[config.mk]
export PLATFORM = sky130hd
export DESIGN_NAME = swc_switch_control
export DESIGN_NICKNAME = d
export VERILOG_FILES = /design/src/swc_pkg.sv /design/src/swc_sync.sv /design/src/swc_switch_control.sv
export SDC_FILE = /design/constraint.sdc
export NUM_CORES = 1
export LEC_CHECK = 0
export BUFFER_PORTS_ARGS = -buffer_cell sky130_fd_sc_hd__buf_2
export CORE_MARGIN = 2
export CORE_UTILIZATION = 60
export CTS_BUF_LIST = sky130_fd_sc_hd__clkbuf_4 sky130_fd_sc_hd__clkbuf_8
export CTS_CLUSTER_DIAMETER = 40
export CTS_CLUSTER_SIZE = 12
export DETAILED_ROUTE_END_ITERATION = 12
export PLACE_DENSITY = 0.8
export SETUP_SLACK_MARGIN = 0.3
export SLEW_MARGIN = 10
export SYNTH_ARGS = -nofsm -noshare
export SYNTH_HDL_FRONTEND = slang
export SYNTH_SLANG_ARGS = --single-unit
export TNS_END_PERCENT = 10
[constraint.sdc]
create_clock -name ref_clk -period 2.4 [get_ports ref_clk]
set_clock_uncertainty 0.2 [all_clocks]
set_input_delay 0.12 -clock ref_clk [delete_from_list [all_inputs] [get_ports ref_clk]]
set_output_delay 0.12 -clock ref_clk [all_outputs]
set_load 0.03 [all_outputs]
[src/swc_pkg.sv]
// Constants, carrier structs and state types of the switch control register.
// Assumes a single 25 MHz reference clock domain.
package swc_pkg;

   // ----------------------------------------
   // Register map
   // ----------------------------------------
   localparam logic [6:0] SW_CTRL_ADDR = 7'h20;
   localparam logic [7:0] SW_CTRL_RESET = 8'h00;
   localparam int FAULT_MSB = 7;
   localparam int FAULT_LSB = 6;
   localparam int RSV_MSB = 5;
   localparam int RSV_LSB = 4;
   localparam int FOURTH_BIT = 3;
   localparam int THIRD_BIT = 2;
   localparam int SECOND_BIT = 1;
   localparam int FIRST_BIT = 0;
   localparam logic [1:0] FAULT_NONE = 2'h0;
   localparam logic [1:0] RSV_VALUE = 2'h0;

   // ----------------------------------------
   // Serial frame
   // ----------------------------------------
   localparam int READ_FLAG_BIT = 7;
   localparam logic [3:0] BYTE_LAST = 4'h7;
   localparam int SYNC_STAGES = 2;

   // ----------------------------------------
   // Types
   // ----------------------------------------
   typedef struct packed {
      logic sclk;
      logic csN;
      logic sdi;
   } swc_spi_in_type;

   localparam swc_spi_in_type SPI_IDLE = 3'h2;

   typedef struct packed {
      logic fourth;
      logic third;
      logic second;
      logic first;
   } swc_close_type;

   typedef enum logic [1:0] {
      ST_IDLE,
      ST_CMD,
      ST_DATA,
      ST_DONE
   } swc_state_type;

   typedef struct packed {
      swc_state_type st;
      logic sclkPrev;
      logic [7:0] shift;
      logic [3:0] bitCnt;
      logic isRead;
      logic hit;
      logic [7:0] rdShift;
      logic sdo;
      swc_close_type closeEn;
   } swc_regs_type;

endpackage : swc_pkg

[src/swc_sync.sv]
// Two-stage synchroniser for a group of pin inputs.
// Assumes inputs are asynchronous to ref_clk; output is safe for logic.
`timescale 1ns/10ps
`default_nettype none
module swc_sync #(
   parameter int W = 3,
   parameter logic [W-1:0] RST = '0
) (
   input wire logic ref_clk,
   input wire logic arst_n,
   input wire logic clkEn,
   input wire logic [W-1:0] din,
   output logic [W-1:0] dout
);

   logic [W-1:0] meta_q;
   logic [W-1:0] sync_q;

   // ----------------------------------------
   // Stages
   // ----------------------------------------
   always_ff @(posedge ref_clk or negedge arst_n) begin
      if (!arst_n) begin
         meta_q <= RST;
         sync_q <= RST;
      end else if (clkEn) begin
         meta_q <= din;
         sync_q <= meta_q;
      end
   end

   assign dout = sync_q;

endmodule : swc_sync
`default_nettype wire

[src/swc_switch_control.sv]
// Switch control register behind a serial peripheral port.
// Assumes serial pins are asynchronous and much slower than ref_clk.
// How it works
// - Register lives at address 0x20; reset clears it, all switches open.
// - Bits 7:6 read the fault code; 00 means no fault found.
// - Bit 3 closes the fourth switch when one, opens it when zero.
// - Bit 2 closes the third switch when one, opens it when zero.
// - Bit 1 closes the second switch when one, opens it when zero.
// - Bit 0 closes the first switch when one, opens it when zero.
`timescale 1ns/10ps
`default_nettype none
module swc_switch_control (
   input wire logic ref_clk,
   input wire logic arst_n,
   input wire logic clkEn,
   input wire logic sclk,
   input wire logic csN,
   input wire logic sdi,
   output logic sdo,
   output logic sdoOeN,
   input wire logic [1:0] faultCode,
   output logic firstSwitchClose,
   output logic secondSwitchClose,
   output logic thirdSwitchClose,
   output logic fourthSwitchClose
);

   // ----------------------------------------
   // Pin synchronisation
   // ----------------------------------------
   swc_pkg::swc_spi_in_type pinRaw;
   swc_pkg::swc_spi_in_type spi;

   assign pinRaw = '{sclk: sclk, csN: csN, sdi: sdi};

   // Pins pass two flops before any logic reads them
   swc_sync #(
      .W(3),
      .RST(swc_pkg::SPI_IDLE)
   ) u_sync (
      .ref_clk(ref_clk),
      .arst_n(arst_n),
      .clkEn(clkEn),
      .din(pinRaw),
      .dout(spi)
   );

   // ----------------------------------------
   // State
   // ----------------------------------------
   swc_pkg::swc_regs_type q;
   swc_pkg::swc_regs_type d;

   logic rise;
   logic fall;
   logic [7:0] newByte;
   logic byteEnd;
   logic wrDone;
   logic rdStart;
   logic [7:0] readValue;

   assign rise = clkEn && !spi.csN && spi.sclk && !q.sclkPrev;
   assign fall = clkEn && !spi.csN && !spi.sclk && q.sclkPrev;
   assign newByte = {q.shift[6:0], spi.sdi};
   assign byteEnd = rise && (q.bitCnt == swc_pkg::BYTE_LAST);
   assign wrDone = byteEnd && (q.st == swc_pkg::ST_DATA) && !q.isRead && q.hit;
   assign rdStart = byteEnd && (q.st == swc_pkg::ST_CMD) && newByte[swc_pkg::READ_FLAG_BIT];

   // Read image: reserved bits forced to zero, fault code taken live
   always_comb begin
      readValue = '0;
      readValue[swc_pkg::FAULT_MSB:swc_pkg::FAULT_LSB] = faultCode;
      readValue[swc_pkg::RSV_MSB:swc_pkg::RSV_LSB] = swc_pkg::RSV_VALUE;
      readValue[swc_pkg::FOURTH_BIT] = q.closeEn.fourth;
      readValue[swc_pkg::THIRD_BIT] = q.closeEn.third;
      readValue[swc_pkg::SECOND_BIT] = q.closeEn.second;
      readValue[swc_pkg::FIRST_BIT] = q.closeEn.first;
   end

   // ----------------------------------------
   // Frame sequencer
   // ----------------------------------------
   always_comb begin
      d = q;
      if (clkEn) begin
         d.sclkPrev = spi.sclk;
         if (spi.csN) begin
            d.st = swc_pkg::ST_IDLE;
            d.bitCnt = '0;
            d.isRead = 1'b0;
            d.hit = 1'b0;
         end else begin
            case (q.st)
               swc_pkg::ST_IDLE: begin
                  d.st = swc_pkg::ST_CMD;
                  d.bitCnt = '0;
               end
               swc_pkg::ST_CMD: begin
                  if (rise) begin
                     d.shift = newByte;
                     d.bitCnt = q.bitCnt + 4'h1;
                  end
                  if (byteEnd) begin
                     d.st = swc_pkg::ST_DATA;
                     d.bitCnt = '0;
                     d.isRead = newByte[swc_pkg::READ_FLAG_BIT];
                     d.hit = (newByte[6:0] == swc_pkg::SW_CTRL_ADDR);
                     // Unmapped reads shift out zeros
                     d.rdShift = d.hit ? readValue : '0;
                  end
               end
               swc_pkg::ST_DATA: begin
                  if (rise) begin
                     d.shift = newByte;
                     d.bitCnt = q.bitCnt + 4'h1;
                  end
                  if (fall && q.isRead) begin
                     d.sdo = q.rdShift[7];
                     d.rdShift = {q.rdShift[6:0], 1'b0};
                  end
                  if (byteEnd) begin
                     d.st = swc_pkg::ST_DONE;
                  end
                  // Reserved and fault bits of the written byte are dropped
                  if (wrDone) begin
                     d.closeEn.fourth = newByte[swc_pkg::FOURTH_BIT];
                     d.closeEn.third = newByte[swc_pkg::THIRD_BIT];
                     d.closeEn.second = newByte[swc_pkg::SECOND_BIT];
                     d.closeEn.first = newByte[swc_pkg::FIRST_BIT];
                  end
               end
               swc_pkg::ST_DONE: begin
                  d.st = swc_pkg::ST_DONE;
               end
               default: begin
                  d.st = swc_pkg::ST_IDLE;
               end
            endcase
         end
      end
   end

   always_ff @(posedge ref_clk or negedge arst_n) begin
      if (!arst_n) begin
         q <= '{st: swc_pkg::ST_IDLE, sclkPrev: 1'b0, shift: '0, bitCnt: '0, isRead: 1'b0, hit: 1'b0,
                rdShift: '0, sdo: 1'b0, closeEn: swc_pkg::SW_CTRL_RESET[3:0]};
      end else begin
         q <= d;
      end
   end

   // ----------------------------------------
   // Outputs
   // ----------------------------------------
   assign sdo = q.sdo;
   // Active low; the line is driven only in the data byte of a read
   assign sdoOeN = !(q.isRead && (q.st == swc_pkg::ST_DATA) && !spi.csN);
   assign firstSwitchClose = q.closeEn.first;
   assign secondSwitchClose = q.closeEn.second;
   assign thirdSwitchClose = q.closeEn.third;
   assign fourthSwitchClose = q.closeEn.fourth;

   // ----------------------------------------
   // Assertions
   // ----------------------------------------
   a_reset_open:
   assert property (@(posedge ref_clk) disable iff (!arst_n)
      $rose(arst_n) |-> (q.closeEn == swc_pkg::SW_CTRL_RESET[3:0]) && sdoOeN && (q.st == swc_pkg::ST_IDLE))
      else $error("Switch enables not cleared after reset");

   a_write_fourth:
   assert property (@(posedge ref_clk) disable iff (!arst_n)
      wrDone |=> (q.closeEn.fourth == $past(newByte[3])) && (fourthSwitchClose == q.closeEn.fourth))
      else $error("Fourth switch enable not taken from write");

   a_write_low_three:
   assert property (@(posedge ref_clk) disable iff (!arst_n)
      wrDone |=> ({thirdSwitchClose, secondSwitchClose, firstSwitchClose} == $past(newByte[2:0])))
      else $error("Low switch enables not taken from write");

   a_enables_hold:
   assert property (@(posedge ref_clk) disable iff (!arst_n)
      !wrDone |=> $stable(q.closeEn))
      else $error("Switch enables changed without a register write");

   a_read_image:
   assert property (@(posedge ref_clk) disable iff (!arst_n)
      (rdStart && (newByte[6:0] == swc_pkg::SW_CTRL_ADDR)) |=>
         (q.rdShift == {$past(faultCode), 2'h0, $past(q.closeEn)}))
      else $error("Read image does not match fault code and enables");

   a_unmapped_zero:
   assert property (@(posedge ref_clk) disable iff (!arst_n)
      (rdStart && (newByte[6:0] != swc_pkg::SW_CTRL_ADDR)) |=> (q.rdShift == 8'h00) && !q.hit)
      else $error("Unmapped read does not return zero");

   a_sdo_shift:
   assert property (@(posedge ref_clk) disable iff (!arst_n)
      (fall && q.isRead && (q.st == swc_pkg::ST_DATA)) |=> (sdo == $past(q.rdShift[7])) && !sdoOeN)
      else $error("Serial output bit not driven from read image");

   a_sdo_release:
   assert property (@(posedge ref_clk) disable iff (!arst_n)
      (clkEn && spi.csN) |-> sdoOeN ##1 (q.st == swc_pkg::ST_IDLE))
      else $error("Serial output driven or frame kept outside chip select");

   a_unmapped_write:
   assert property (@(posedge ref_clk) disable iff (!arst_n)
      (byteEnd && (q.st == swc_pkg::ST_DATA) && !q.isRead && !q.hit) |=> $stable(q.closeEn))
      else $error("Write to another address changed the switch enables");

   a_read_no_write:
   assert property (@(posedge ref_clk) disable iff (!arst_n)
      (byteEnd && (q.st == swc_pkg::ST_DATA) && q.isRead) |=> $stable(q.closeEn))
      else $error("Read frame changed the switch enables");

   a_frame_abort:
   assert property (@(posedge ref_clk) disable iff (!arst_n)
      (clkEn && spi.csN && (q.st == swc_pkg::ST_DATA)) |=> $stable(q.closeEn))
      else $error("Cut frame changed the switch enables");

   a_freeze_state:
   assert property (@(posedge ref_clk) disable iff (!arst_n)
      !clkEn |=> $stable(q))
      else $error("State moved while the clock enable was low");

endmodule : swc_switch_control
`default_nettype wire

==> flow_summary.json <==
{
  "hpwlAfterDp_um": 2090,
  "htreeDepth": 2,
  "dieArea_sq_um": 3250,
  "crit_path_max_fanout": 8,
  "totalWireLength_um": 2950,
  "io_pins": 14,
  "detail_route.vias_per_cell": 6.02,
  "pwr-share-seq_pct": 49.2,
  "p_sw_mw": 0.450,
  "clkLatencyLatePin_ns": 0.33,
  "ant_nets": 0,
  "fin_crit_sh_pct": 84.4,
  "grt_first_pass_wirelength_um": 5160,
  "switching_share_pct": 30.6,
  "drtIter0Drc": 41,
  "fin_crit_ns": 2.02,
  "gp_congestion": 0.880,
  "cp.required_ns": 2.42,
  "area_growth_pct": 14.4,
  "grt_pass1_vias": 1156,
  "core-area_sq_um": 2710,
  "peakVddDrop_uv": 682,
  "slew_headroom_pct": 50.4,
  "synth_cell_types": 42,
  "initial_core_util_pct": 62.3,
  "synth_seq_area_share_pct": 52.0,
  "die_x_um": 57.0,
  "critPathCaptureType": "flop",
  "num_antenna_cells": 0,
  "final_nets": 167,
  "numCtsBuffers": 5,
  "ys_async_sr_fraction_pct": 100,
  "chipHeight_um": 57.0,
  "num_vias": 1125,
  "synthCells": 130,
  "clock-sinks": 35,
  "hp-class": "in -> reg",
  "grt_max_degree": 36,
  "static-leakage-power_nw": 0.888,
  "cts_tree": "built",
  "wire_per_inst_um": 15.8,
  "dr.pass1.iters": 4,
  "synth_seq_cells": 35,
  "cts_setup_buffers": 0,
  "rsz0062_at_grt": "true",
  "crit_type": "reg -> reg",
  "max_freq_mhz": 494,
  "nFillCells": 198,
  "synth.avg_cell_area_sq_um": 13.0,
  "grt_overflow_total": 0,
  "outcome": "complete, no violations",
  "rows": 19,
  "p_clk_share_pct": 28.5,
  "path_clk_slew_ns": 0.11,
  "antenna_found_initial": 0,
  "syn_nets": 142,
  "setup_viol": 0,
  "worstMarginPinSlew_ns": 0.744,
  "cts-root-buf": "clkbuf_4",
  "crit_path_start_kind": "flop",
  "internal-power_mw": 1.02,
  "maxCapViolCount": 0,
  "syn_area_sq_um": 1690,
  "setup_ws_ns": 0.375,
  "finalHoldViolations": 0,
  "power.density_nw_per_um2": 763,
  "synth_edf_count": 0,
  "drc": 0,
  "layout-drive-gt1-share_pct": 35.3,
  "setup_tns_ns": 0,
  "yosys_warnings": 0,
  "grt_use_total_pct": 20.5,
  "power_mw": 1.47,
  "clk_path_buf_depth": 2,
  "place_ws_ns": 0.417,
  "pwr-share-comb_pct": 22.3,
  "worstPathArrival_ns": 2.04,
  "io_buffers": 13,
  "final_max_slew_viol_count": 0,
  "synth_flop_cell": "dfrtp_1"
}
[placed cells by master, fill, tap and decap left out, types with 3 or more instances in the layout]
cell           instances
a21oi_1                3
a32o_1                 5
buf_2                 13
clkbuf_4               5
dfrtp_1               33
dlygate4sd3_1          6
ha_1                   4
inv_1                  4
mux2_2                24
nor2_1                 7
o21ai_0                8
[cell type report]
type / count / area (sq um) / share of cell area [%]
inverter: 4 / 15.0 / 0.778
tap: 31 / 38.8 / 2.01
sequential: 35 / 878 / 45.5
timing repair buffer: 20 / 133 / 6.87
clock buffer: 5 / 37.5 / 1.94
clock inverter: 3 / 43.8 / 2.27
multi-input combinational: 89 / 785 / 40.6
[state kept, by name, indices dropped and copies added (netlist names)]
| name | flops |
|---|---|
| firstSwitchClose | 1 |
| fourthSwitchClose | 1 |
| newByte | 7 |
| q | 17 |
| sdo | 1 |
| secondSwitchClose | 1 |
| thirdSwitchClose | 1 |
| u_sync.dout | 3 |
| u_sync.meta_q | 3 |
[power groups by stage]
stage,combinational [mW],clock [mW],sequential [mW]
floorplan,0.254,0,0.714
global placement,0.307,0,0.728
detailed placement,0.317,0,0.734
CTS,0.327,0.431,0.722
global route,0.369,0.460,0.734
finish,0.329,0.419,0.725
[routing by layer]
metal  global-route usage [%]  wire [um]  up-vias
met4                     5.32         29        0
met2                     33.7       1480       29
met3                     4.99        164        4
met5                        0          0        -
li1                         -          -      537
met1                     27.5       1280      555
[critical path, stage by stage, from the launching register on]
cell and delay (ns):
dfrtp_1 0.39, inv_1 0.07, ha_1 0.29, nand4b_1 0.17
nor2_1 0.08, o2bb2ai_2 0.33, mux2_2 0.38
[path summary, 6_finish.rpt]
check / from / end / slack (ns) / depth (start not counted)
worst max-delay path: q[28] / q[7] / 0.38 / 6
worst min-delay path: clkEn / q[28] / 0.05 / 3
worst max register to register: q[28] / q[7] / 0.38 / 6
max in group asynchronous: arst_n / u_sync.meta_q[2] / 1.34 / 2
min in group asynchronous: arst_n / q[18] / 0.18 / 2
worst min register to register: sdo / sdo / 0.32 / 1
[cell families after synthesis]
| kind of cell | count (synthesis) | share of synthesized area, % |
|---|---|---|
| AND/OR/NAND/NOR | 30 | 13.0 |
| XOR/XNOR | 2 | 1.04 |
| buffers and inverters | 6 | 1.78 |
| flip-flops | 35 | 52.0 |
| AO/OA/AOI/OAI | 26 | 11.3 |
| multiplexers | 27 | 17.9 |
| adder cells (fa/ha/maj) | 4 | 2.97 |
[metrics by stage]
| stage | util, % | cells | hold slack [ns] | instance area, sq um |
|---|---|---|---|---|
| floorplan | - | 130 | -0.376 | 1690 |
| global placement | 65.8 | 173 | 0.0170 | 1780 |
| detailed placement | 65.8 | 173 | 0.0311 | 1780 |
| CTS | 71.1 | 187 | 0.0414 | 1930 |
| global route | 71.2 | 187 | 0.0430 | 1930 |
| finish | 71.2 | 187 | 0.0466 | 1930 |
[cells in the mapped netlist, types with 2 or more instances]
cell / number / share of area [%]
ha_1: 4 / 3.0
nand3b_1: 2 / 0.89
inv_1: 4 / 0.89
nor2b_1: 2 / 0.74
a32o_1: 5 / 3.0
a22o_1: 2 / 1.0
nor3_1: 2 / 0.59
dfstp_2: 2 / 3.1
mux2_2: 24 / 16
nand2_1: 2 / 0.44
nor2_1: 7 / 1.6
mux2i_1: 2 / 1.2
dfrtp_1: 33 / 49
o21ai_0: 8 / 2.4
a21oi_1: 3 / 0.89
xor2_1: 2 / 1.0
[repair_timing]
| item | 4_1_cts | 5_1_grt |
|---|---|---|
| setup endpoints to repair | 0 | 2 |
| gates resized for setup | 0 | 1 |
| hold buffers | 6 | 0 |
| endpoints found under the hold margin | 38 | 0 |
Power figures use the tool's default switching activity.
